<file path="config.mk">
export PLATFORM = sky130hd
export DESIGN_NAME = bst_tap
export DESIGN_NICKNAME = d
export VERILOG_FILES = /design/src/verilog/bst_sync.v /design/src/verilog/bst_tap.v
export VERILOG_INCLUDE_DIRS = /design/src /design/src/verilog
export SDC_FILE = /design/constraint.sdc
export NUM_CORES = 1
export LEC_CHECK = 0
export ABC_CLOCK_PERIOD_IN_PS = 2300
export BUFFER_PORTS_ARGS = -buffer_cell sky130_fd_sc_hd__buf_4
export CAP_MARGIN = 20
export CORE_MARGIN = 8
export CORE_UTILIZATION = 57
export CTS_CLUSTER_SIZE = 40
export DETAILED_ROUTE_END_ITERATION = 8
export PLACE_DENSITY_LB_ADDON = 0.3
export SYNTH_ARGS = -nofsm -noshare
export SYNTH_HDL_FRONTEND = slang
export SYNTH_SLANG_ARGS = --single-unit
export TNS_END_PERCENT = 100
</file>
<file path="constraint.sdc">
create_clock -name mclk -period 2.3 [get_ports mclk]
set_clock_uncertainty 0.2 [all_clocks]
set_input_delay 0.115 -clock mclk [delete_from_list [all_inputs] [get_ports mclk]]
set_output_delay 0.115 -clock mclk [all_outputs]
set_load 0.005 [all_outputs]
</file>
<file path="src/verilog/bst_map.vh">
// constants for the boundary scan test access port
`ifndef BST_MAP_VH
`define BST_MAP_VH

// tap controller state codes
`define BST_ST_RESET 4'h0
`define BST_ST_IDLE 4'h1
`define BST_ST_SEL_DR 4'h2
`define BST_ST_CAP_DR 4'h3
`define BST_ST_SHIFT_DR 4'h4
`define BST_ST_EXIT1_DR 4'h5
`define BST_ST_PAUSE_DR 4'h6
`define BST_ST_EXIT2_DR 4'h7
`define BST_ST_UPD_DR 4'h8
`define BST_ST_SEL_IR 4'h9
`define BST_ST_CAP_IR 4'ha
`define BST_ST_SHIFT_IR 4'hb
`define BST_ST_EXIT1_IR 4'hc
`define BST_ST_PAUSE_IR 4'hd
`define BST_ST_EXIT2_IR 4'he
`define BST_ST_UPD_IR 4'hf

// instruction codes
`define BST_IR_LEN 3
`define BST_OP_EXTEST 3'h0
`define BST_OP_IDCODE 3'h1
`define BST_OP_SAMPLE 3'h2
`define BST_OP_CLAMP 3'h3
`define BST_OP_HIGHZ 3'h4
`define BST_OP_BYPASS 3'h7
`define BST_IR_CAPTURE 3'h1

// identification register layout; field values are arbitrary
`define BST_ID_LEN 32
`define BST_ID_REV 4'h2
`define BST_ID_PART 16'h1234
`define BST_ID_MAKER 11'h2aa
`define BST_ID_MARK 1'h1

// boundary chain: input cells, then output cells, then one enable cell
`define BST_IN_N 4
`define BST_OUT_N 4
`define BST_BS_LEN 9
`define BST_BS_OUT_LO 4
`define BST_BS_OUT_HI 7
`define BST_BS_CTL 8

// synchroniser bit positions
`define BST_SY_N 8
`define BST_SY_TCK 0
`define BST_SY_TMS 1
`define BST_SY_TDI 2
`define BST_SY_TRST 3
`define BST_SY_PIN_LO 4
`define BST_SY_PIN_HI 7

`endif

</file>
<file path="src/verilog/bst_sync.v">
// two-stage synchroniser with one extra stage for edge finding
`timescale 1ns/1ns
module bst_sync #(
  parameter WIDTH = 8
) (
  input wire mclk,
  input wire rst_n,
  input wire [WIDTH-1:0] async_in,
  output wire [WIDTH-1:0] level,
  output wire [WIDTH-1:0] prev
);
  reg [WIDTH-1:0] stage1;
  reg [WIDTH-1:0] stage2;
  reg [WIDTH-1:0] stage3;

  // first stage is read only by the second
  always @(posedge mclk)
  begin
    if (!rst_n)
    begin
      stage1 <= {WIDTH{1'b0}};
      stage2 <= {WIDTH{1'b0}};
      stage3 <= {WIDTH{1'b0}};
    end
    else
    begin
      stage1 <= async_in;
      stage2 <= stage1;
      stage3 <= stage2;
    end
  end

  assign level = stage2;
  assign prev = stage3;
endmodule

</file>
<file path="src/verilog/bst_tap.v">
// boundary scan test access port with controller, instruction and data registers
// Overview of operation
// - power-up enters test-logic-reset, identification instruction current, system runs normally
// - every state change except on reset or test reset follows mode select sampled at test clock rising edge
// - select-dr: low to capture-dr, high to select-ir; registers hold
// - capture-dr parallel-loads selected register if allowed; low shift-dr, high exit1-dr
// - shift-dr moves selected register one stage toward output per rising edge
// - exit1-dr: high to update-dr, low to pause-dr
// - pause-dr halts shifting; stays while low, high to exit2-dr
// - exit2-dr: high to update-dr, low back to shift-dr
// - update-dr falling edge copies shift path to output latches; low idle, high select-dr
// - select-ir: low to capture-ir, high to test-logic-reset; instruction unchanged
// - capture-ir loads fixed value into instruction shift stage; high exit1-ir, low shift-ir
// - shift-ir shifts instruction stage per rising edge; high moves to exit1-ir
// - exit1-ir: low to pause-ir, high to update-ir
// - pause-ir holds while low, high exit2-ir; exit2-ir high update, low shift
// - falling edge in update-ir latches instruction; low idle, high select-dr
// - code 010 selects boundary register, samples pins, shifts from serial input
// - code 000 drives pins from boundary outputs, boundary in path, captures inputs
// - code 111 routes serial input to output through one bypass bit
// - code 001 selects identification register, loaded in capture-dr, shifted out
// - code 100 floats all digital outputs and uses the bypass bit
// - code 011 drives outputs from boundary latches, holds them, uses bypass bit
// - identification register has 32-bit shift stage and 32-bit latched output
`timescale 1ns/1ns
`include "bst_map.vh"
module bst_tap (
  input wire mclk,
  input wire rst_n,
  input wire test_clock,
  input wire test_reset_n,
  input wire test_mode_select,
  input wire test_data_in,
  output reg test_data_out,
  output reg test_data_out_oe,
  input wire [`BST_IN_N-1:0] pin_in,
  input wire [`BST_OUT_N-1:0] core_out,
  input wire core_oe,
  output reg [`BST_OUT_N-1:0] pin_out,
  output reg [`BST_OUT_N-1:0] pin_out_oe,
  output wire [`BST_IR_LEN-1:0] instr,
  output wire [`BST_ID_LEN-1:0] id_latched
);

  // decides the next controller state from mode select
  function [3:0] tap_next;
    input [3:0] st;
    input tms;
    begin
      case (st)
        `BST_ST_RESET: tap_next = tms ? `BST_ST_RESET : `BST_ST_IDLE;
        `BST_ST_IDLE: tap_next = tms ? `BST_ST_SEL_DR : `BST_ST_IDLE;
        `BST_ST_SEL_DR: tap_next = tms ? `BST_ST_SEL_IR : `BST_ST_CAP_DR;
        `BST_ST_CAP_DR: tap_next = tms ? `BST_ST_EXIT1_DR : `BST_ST_SHIFT_DR;
        `BST_ST_SHIFT_DR: tap_next = tms ? `BST_ST_EXIT1_DR : `BST_ST_SHIFT_DR;
        `BST_ST_EXIT1_DR: tap_next = tms ? `BST_ST_UPD_DR : `BST_ST_PAUSE_DR;
        `BST_ST_PAUSE_DR: tap_next = tms ? `BST_ST_EXIT2_DR : `BST_ST_PAUSE_DR;
        `BST_ST_EXIT2_DR: tap_next = tms ? `BST_ST_UPD_DR : `BST_ST_SHIFT_DR;
        `BST_ST_UPD_DR: tap_next = tms ? `BST_ST_SEL_DR : `BST_ST_IDLE;
        `BST_ST_SEL_IR: tap_next = tms ? `BST_ST_RESET : `BST_ST_CAP_IR;
        `BST_ST_CAP_IR: tap_next = tms ? `BST_ST_EXIT1_IR : `BST_ST_SHIFT_IR;
        `BST_ST_SHIFT_IR: tap_next = tms ? `BST_ST_EXIT1_IR : `BST_ST_SHIFT_IR;
        `BST_ST_EXIT1_IR: tap_next = tms ? `BST_ST_UPD_IR : `BST_ST_PAUSE_IR;
        `BST_ST_PAUSE_IR: tap_next = tms ? `BST_ST_EXIT2_IR : `BST_ST_PAUSE_IR;
        `BST_ST_EXIT2_IR: tap_next = tms ? `BST_ST_UPD_IR : `BST_ST_SHIFT_IR;
        `BST_ST_UPD_IR: tap_next = tms ? `BST_ST_SEL_DR : `BST_ST_IDLE;
        default: tap_next = `BST_ST_RESET;
      endcase
    end
  endfunction

  // true when the instruction puts the boundary register in the path
  function sel_bsr;
    input [`BST_IR_LEN-1:0] op;
    begin
      sel_bsr = (op == `BST_OP_SAMPLE) || (op == `BST_OP_EXTEST);
    end
  endfunction

  // true when the instruction puts the identification register in the path
  function sel_id;
    input [`BST_IR_LEN-1:0] op;
    begin
      sel_id = (op == `BST_OP_IDCODE);
    end
  endfunction

  // true when boundary latches drive the output pins
  function drive_bsr;
    input [`BST_IR_LEN-1:0] op;
    begin
      drive_bsr = (op == `BST_OP_EXTEST) || (op == `BST_OP_CLAMP);
    end
  endfunction

  wire [`BST_SY_N-1:0] sy_level;
  wire [`BST_SY_N-1:0] sy_prev;
  wire tck_rise;
  wire tck_fall;
  wire tms;
  wire tdi;
  wire trst;
  wire [`BST_IN_N-1:0] pin_sampled;
  wire [`BST_ID_LEN-1:0] id_value;

  reg [3:0] state;
  reg [`BST_IR_LEN-1:0] ir_shift;
  reg [`BST_IR_LEN-1:0] ir_cur;
  reg bypass;
  reg [`BST_ID_LEN-1:0] id_shift;
  reg [`BST_ID_LEN-1:0] id_hold;
  reg [`BST_BS_LEN-1:0] bs_shift;
  reg [`BST_BS_LEN-1:0] bs_hold;
  reg next_tdo;
  reg [`BST_OUT_N-1:0] next_pin_out;
  reg [`BST_OUT_N-1:0] next_pin_oe;

  // all pins from the tester and the board cross two flops first
  bst_sync #(
    .WIDTH(`BST_SY_N)
  ) u_sync (
    .mclk(mclk),
    .rst_n(rst_n),
    .async_in({pin_in, test_reset_n, test_data_in, test_mode_select, test_clock}),
    .level(sy_level),
    .prev(sy_prev)
  );

  // test clock edges as one-cycle strobes on mclk
  assign tck_rise = sy_level[`BST_SY_TCK] & ~sy_prev[`BST_SY_TCK];
  assign tck_fall = ~sy_level[`BST_SY_TCK] & sy_prev[`BST_SY_TCK];
  assign tms = sy_level[`BST_SY_TMS];
  assign tdi = sy_level[`BST_SY_TDI];
  assign trst = ~sy_level[`BST_SY_TRST];
  assign pin_sampled = sy_level[`BST_SY_PIN_HI:`BST_SY_PIN_LO];
  assign id_value = {`BST_ID_REV, `BST_ID_PART, `BST_ID_MAKER, `BST_ID_MARK};

  assign instr = ir_cur;
  assign id_latched = id_hold;

  // controller steps only on a test clock rising edge
  always @(posedge mclk)
  begin
    if (!rst_n || trst)
      state <= `BST_ST_RESET;
    else if (tck_rise)
      state <= tap_next(state, tms);
  end

  // instruction shift stage: capture fixed value, shift lsb first
  always @(posedge mclk)
  begin
    if (!rst_n || trst)
      ir_shift <= `BST_IR_CAPTURE;
    else if (tck_rise)
    begin
      if (state == `BST_ST_CAP_IR)
        ir_shift <= `BST_IR_CAPTURE;
      else if (state == `BST_ST_SHIFT_IR)
        ir_shift <= {tdi, ir_shift[`BST_IR_LEN-1:1]};
    end
  end

  // current instruction: forced in reset, latched on falling edge in update-ir
  always @(posedge mclk)
  begin
    if (!rst_n || trst)
      ir_cur <= `BST_OP_IDCODE;
    else if (state == `BST_ST_RESET)
      ir_cur <= `BST_OP_IDCODE;
    else if (tck_fall && state == `BST_ST_UPD_IR)
      ir_cur <= ir_shift;
  end

  // bypass bit: captures zero, shifts the serial input
  always @(posedge mclk)
  begin
    if (!rst_n)
      bypass <= 1'b0;
    else if (tck_rise && !sel_bsr(ir_cur) && !sel_id(ir_cur))
    begin
      if (state == `BST_ST_CAP_DR)
        bypass <= 1'b0;
      else if (state == `BST_ST_SHIFT_DR)
        bypass <= tdi;
    end
  end

  // identification shift stage and its latched copy
  always @(posedge mclk)
  begin
    if (!rst_n)
    begin
      id_shift <= {`BST_ID_LEN{1'b0}};
      id_hold <= {`BST_ID_LEN{1'b0}};
    end
    else if (sel_id(ir_cur))
    begin
      if (tck_rise && state == `BST_ST_CAP_DR)
        id_shift <= id_value;
      else if (tck_rise && state == `BST_ST_SHIFT_DR)
        id_shift <= {tdi, id_shift[`BST_ID_LEN-1:1]};
      else if (tck_fall && state == `BST_ST_UPD_DR)
        id_hold <= id_shift;
    end
  end

  // boundary chain: capture pins and core, shift, latch on update falling edge
  always @(posedge mclk)
  begin
    if (!rst_n)
    begin
      bs_shift <= {`BST_BS_LEN{1'b0}};
      bs_hold <= {`BST_BS_LEN{1'b0}};
    end
    else if (sel_bsr(ir_cur))
    begin
      if (tck_rise && state == `BST_ST_CAP_DR)
        bs_shift <= {core_oe, core_out, pin_sampled};
      else if (tck_rise && state == `BST_ST_SHIFT_DR)
        bs_shift <= {tdi, bs_shift[`BST_BS_LEN-1:1]};
      else if (tck_fall && state == `BST_ST_UPD_DR)
        bs_hold <= bs_shift;
    end
  end

  // serial output bit of the register in the path
  always @*
  begin
    next_tdo = bypass;
    if (state == `BST_ST_SHIFT_IR)
      next_tdo = ir_shift[0];
    else if (sel_bsr(ir_cur))
      next_tdo = bs_shift[0];
    else if (sel_id(ir_cur))
      next_tdo = id_shift[0];
  end

  // serial output changes on the falling edge and drives only while shifting
  always @(posedge mclk)
  begin
    if (!rst_n)
    begin
      test_data_out <= 1'b0;
      test_data_out_oe <= 1'b0;
    end
    else if (tck_fall)
    begin
      test_data_out <= next_tdo;
      test_data_out_oe <= (state == `BST_ST_SHIFT_DR) || (state == `BST_ST_SHIFT_IR);
    end
  end

  // output pin source per instruction
  always @*
  begin
    next_pin_out = core_out;
    next_pin_oe = {`BST_OUT_N{core_oe}};
    if (ir_cur == `BST_OP_HIGHZ)
    begin
      next_pin_out = core_out;
      next_pin_oe = {`BST_OUT_N{1'b0}};
    end
    else if (drive_bsr(ir_cur))
    begin
      next_pin_out = bs_hold[`BST_BS_OUT_HI:`BST_BS_OUT_LO];
      next_pin_oe = {`BST_OUT_N{bs_hold[`BST_BS_CTL]}};
    end
  end

  // registered pins; normal operation unless a driving test instruction or code 100 is current
  always @(posedge mclk)
  begin
    if (!rst_n)
    begin
      pin_out <= {`BST_OUT_N{1'b0}};
      pin_out_oe <= {`BST_OUT_N{1'b0}};
    end
    else
    begin
      pin_out <= next_pin_out;
      pin_out_oe <= next_pin_oe;
    end
  end

endmodule
</file>
==> results_dict.tcl <==
set metrics [dict create \
    cts_made_buffers 17 \
    worstHoldPathCells 3 \
    drive_gt1_share_pct 19.0 \
    crit_type "reg -> reg" \
    wl_per_cell_um 15.8 \
    grt_usage_pct 20.5 \
    synth-seq-cells 113 \
    nFillCells 504 \
    drc_errors 0 \
    cts_sinks 113 \
    die-area_um2 11100 \
    synth_edf_count 0 \
    setup_violations 0 \
    cp_data_required_time_ns 2.50 \
    via_per_inst 5.60 \
    grt_overflow_total 0 \
    switching_share_pct 19.0 \
    postLayoutCellArea_um2 5820 \
    avgSynthCellArea_um2 8.78 \
    reg2reg_depth 5 \
    cp.depth 5 \
    finalWorstSetupSlack_ns 0.157 \
    ctsRootBufferMaster "clkbuf_8" \
    setup_tns_ns 0 \
    seq_area_frac_synth_pct 49.9 \
    layout-area-overhead-vs-synth_pct 28.3 \
    fin_crit_sh_pct 93.2 \
    placed_area_um2 5020 \
    multiInputGateArea_um2 2060 \
    synth_cell_types 48 \
    p_seq_share_pct 39.7 \
    routed_wl_mm 11.0 \
    grt_pass1_vias 3980 \
    clkLatencyLatePin_ns 0.52 \
    period_needed_ns 2.14 \
    yosysWarnings 0 \
    rsz0062_at_grt "no" \
    grt_max_degree 50 \
    layout.nets 597 \
    coreArea_um2 7730 \
    status "finished, final reports clean" \
    antenna_found_initial 0 \
    critPathMaxFanout 32 \
    ant_nets 0 \
    synth_cells 517 \
    cellPowerDensity_nw_per_um2 861 \
    slew_headroom_pct 62.4 \
    synth-async-reset-ratio_pct 0 \
    power_leakage_uw 0.00218 \
    seqCellArea_um2 2260 \
    p_comb_share_pct 2.7 \
    clk_pin_slew_ns 0.06 \
    vias 3901 \
    io_buffers 59 \
    synth_fp_nets 532 \
    dr.first_iter.drc_count 232 \
    drv_slew 0 \
    grt_pass1_wl_mm 18.7 \
    start_util_pct 58.7 \
    arrival_ns 2.34 \
    hold_class "in -> reg" \
    cp_cell_sequence "or3b_1, a2111o_1, buf_4, nor3_1, nor3b_1" \
    routabilityCongestion 0.839 \
    fmax_ghz 0.467 \
    p_total_uw 5010 \
    endpoint_kind "flop" \
    die_w_um 105 \
    io_pins 60 \
    rows 32 \
    htree_num_levels 4 \
    pre_cts_slack_ns 0.191 \
    vdd_drop_max_v 0.000562 \
    diodes 0 \
    syn_area_um2 4540 \
    tightest_slew_ns 0.550 \
    start_kind "flop" \
    cts_buffer_depth 2 \
    slowest_stage "or3b_1" \
    dp.final_hpwl_mm 6.27 \
    maxCapViolCount 0 \
    crit_family "simple AND/OR/NAND/NOR gates" \
    switchingPower_uw 953 \
    pwr-share-clk_pct 57.6 \
    final_cell_mix "dfxtp_1 (113), nand2_1 (109), buf_4 (76)" \
    final_common_cell "dfxtp_1" \
    hold_viol 0 \
    cp_num_buf_inv 1 \
    fp.dieH_um 105 \
    p_int_uw 4060 \
    synth_ff_type "dfxtp_1" \
    cpPeakStageDelay_ns 0.48 \
    final_core_util_pct 75.3 \
    dr.pass1.iters 5 \
    cts_tree "yes" \
]
-- per-layer routing --
| layer | share of wire (%) | vias to the layer above | track usage, % |
|---|---|---|---|
| li1 | - | 1894 | - |
| met4 | 2.1 | 0 | 10.6 |
| met1 | 41 | 1870 | 21.3 |
| met3 | 5.5 | 24 | 6.82 |
| met5 | 0 | - | 0 |
| met2 | 51 | 113 | 36.1 |
-- synth_stat cells (all sizes together), types with 2 or more instances --
| cell | instances | area, um2 |
|---|---|---|
| dfxtp | 113 | 2260 |
| nand3 | 26 | 130 |
| o21ai | 13 | 65.1 |
| a2111oi | 3 | 63.8 |
| and2 | 17 | 106 |
| o22ai | 2 | 12.5 |
| a21oi | 12 | 60.1 |
| mux2i | 11 | 110 |
| a31oi | 12 | 75.1 |
| or3b | 2 | 20.0 |
| nand2b | 3 | 18.8 |
| nor3b | 13 | 97.6 |
| buf | 11 | 90.1 |
| nand4 | 2 | 12.5 |
| a211oi | 3 | 22.5 |
| nor2 | 24 | 90.1 |
| or2 | 2 | 12.5 |
| a21boi | 53 | 398 |
| and3 | 4 | 25.0 |
| clkbuf | 33 | 124 |
| nor3 | 14 | 70.1 |
| nand2 | 109 | 409 |
| nor2b | 15 | 93.8 |
-- per-stage QoR --
step | hold slack (ns) | cells
after floorplan | 0.0423 | 517
after global routing | 0.149 | 696
after CTS | 0.130 | 696
after detailed placement | 0.126 | 651
after global placement | 0.122 | 651
final | 0.151 | 696
-- registers in the layout, indices dropped and copies added, names as in the netlist --
name / count
u_sync.level: 8
pin_out_oe: 1
id_latched: 32
pin_out: 4
instr: 3
bypass: 1
id_shift: 32
test_data_out: 1
ir_shift: 3
bs_hold: 5
bs_shift: 9
test_data_out_oe: 1
u_sync.prev: 1
u_sync.stage1: 8
state: 4
-- power groups by stage --
stage	combinational, uW	clock (uW)	sequential [uW]
4_1_cts	134	2900	1990
2_1_floorplan	70.2	0	2030
5_1_grt	147	3000	1990
6_report	136	2890	1990
3_3_place_gp	112	0	2030
3_5_place_dp	114	0	2030
-- what timing repair did --
action / in CTS / in global routing
hold buffers: 14 / 0
hold endpoints to repair: 42 / 0
setup buffers: 0 / 0
gates resized for setup: 0 / 0
-- path summary, 6_finish.rpt --
| check | slack, ns | end | from |
|---|---|---|---|
| worst max-delay path | 0.16 | id_shift[8] | instr[2] |
| worst min-delay path | 0.15 | u_sync.stage1[0] | test_clock |
| worst min register to register | 0.23 | u_sync.level[1] | u_sync.stage1[1] |
| worst max register to register | 0.16 | id_shift[8] | instr[2] |
-- worst reg2reg max path: stages, from the launching register on --
cell and delay [ns]:
dfxtp_1 0.38, or3b_1 0.48, a2111o_1 0.41, buf_4 0.24
nor3_1 0.24, nor3b_1 0.07
-- cell type report --
type / instances / area share (%)
Inverter: 1 / 0.0645
Clock inverter: 9 / 3.03
Timing Repair Buffer: 90 / 12.2
Multi-Input combinational cell: 359 / 35.3
Tap cell: 102 / 2.19
Sequential cell: 113 / 38.9
Clock buffer: 22 / 8.30
-- cells by family after synthesis --
kind of cell / synth area share, %
flip-flops: 49.9
AND/OR/NAND/NOR: 25.3
AO/OA/AOI/OAI: 17.4
XOR/XNOR: 0.193
buffers and inverters: 4.80
multiplexers: 2.43
No activity file was read; power rests on OpenSTA's default activity.
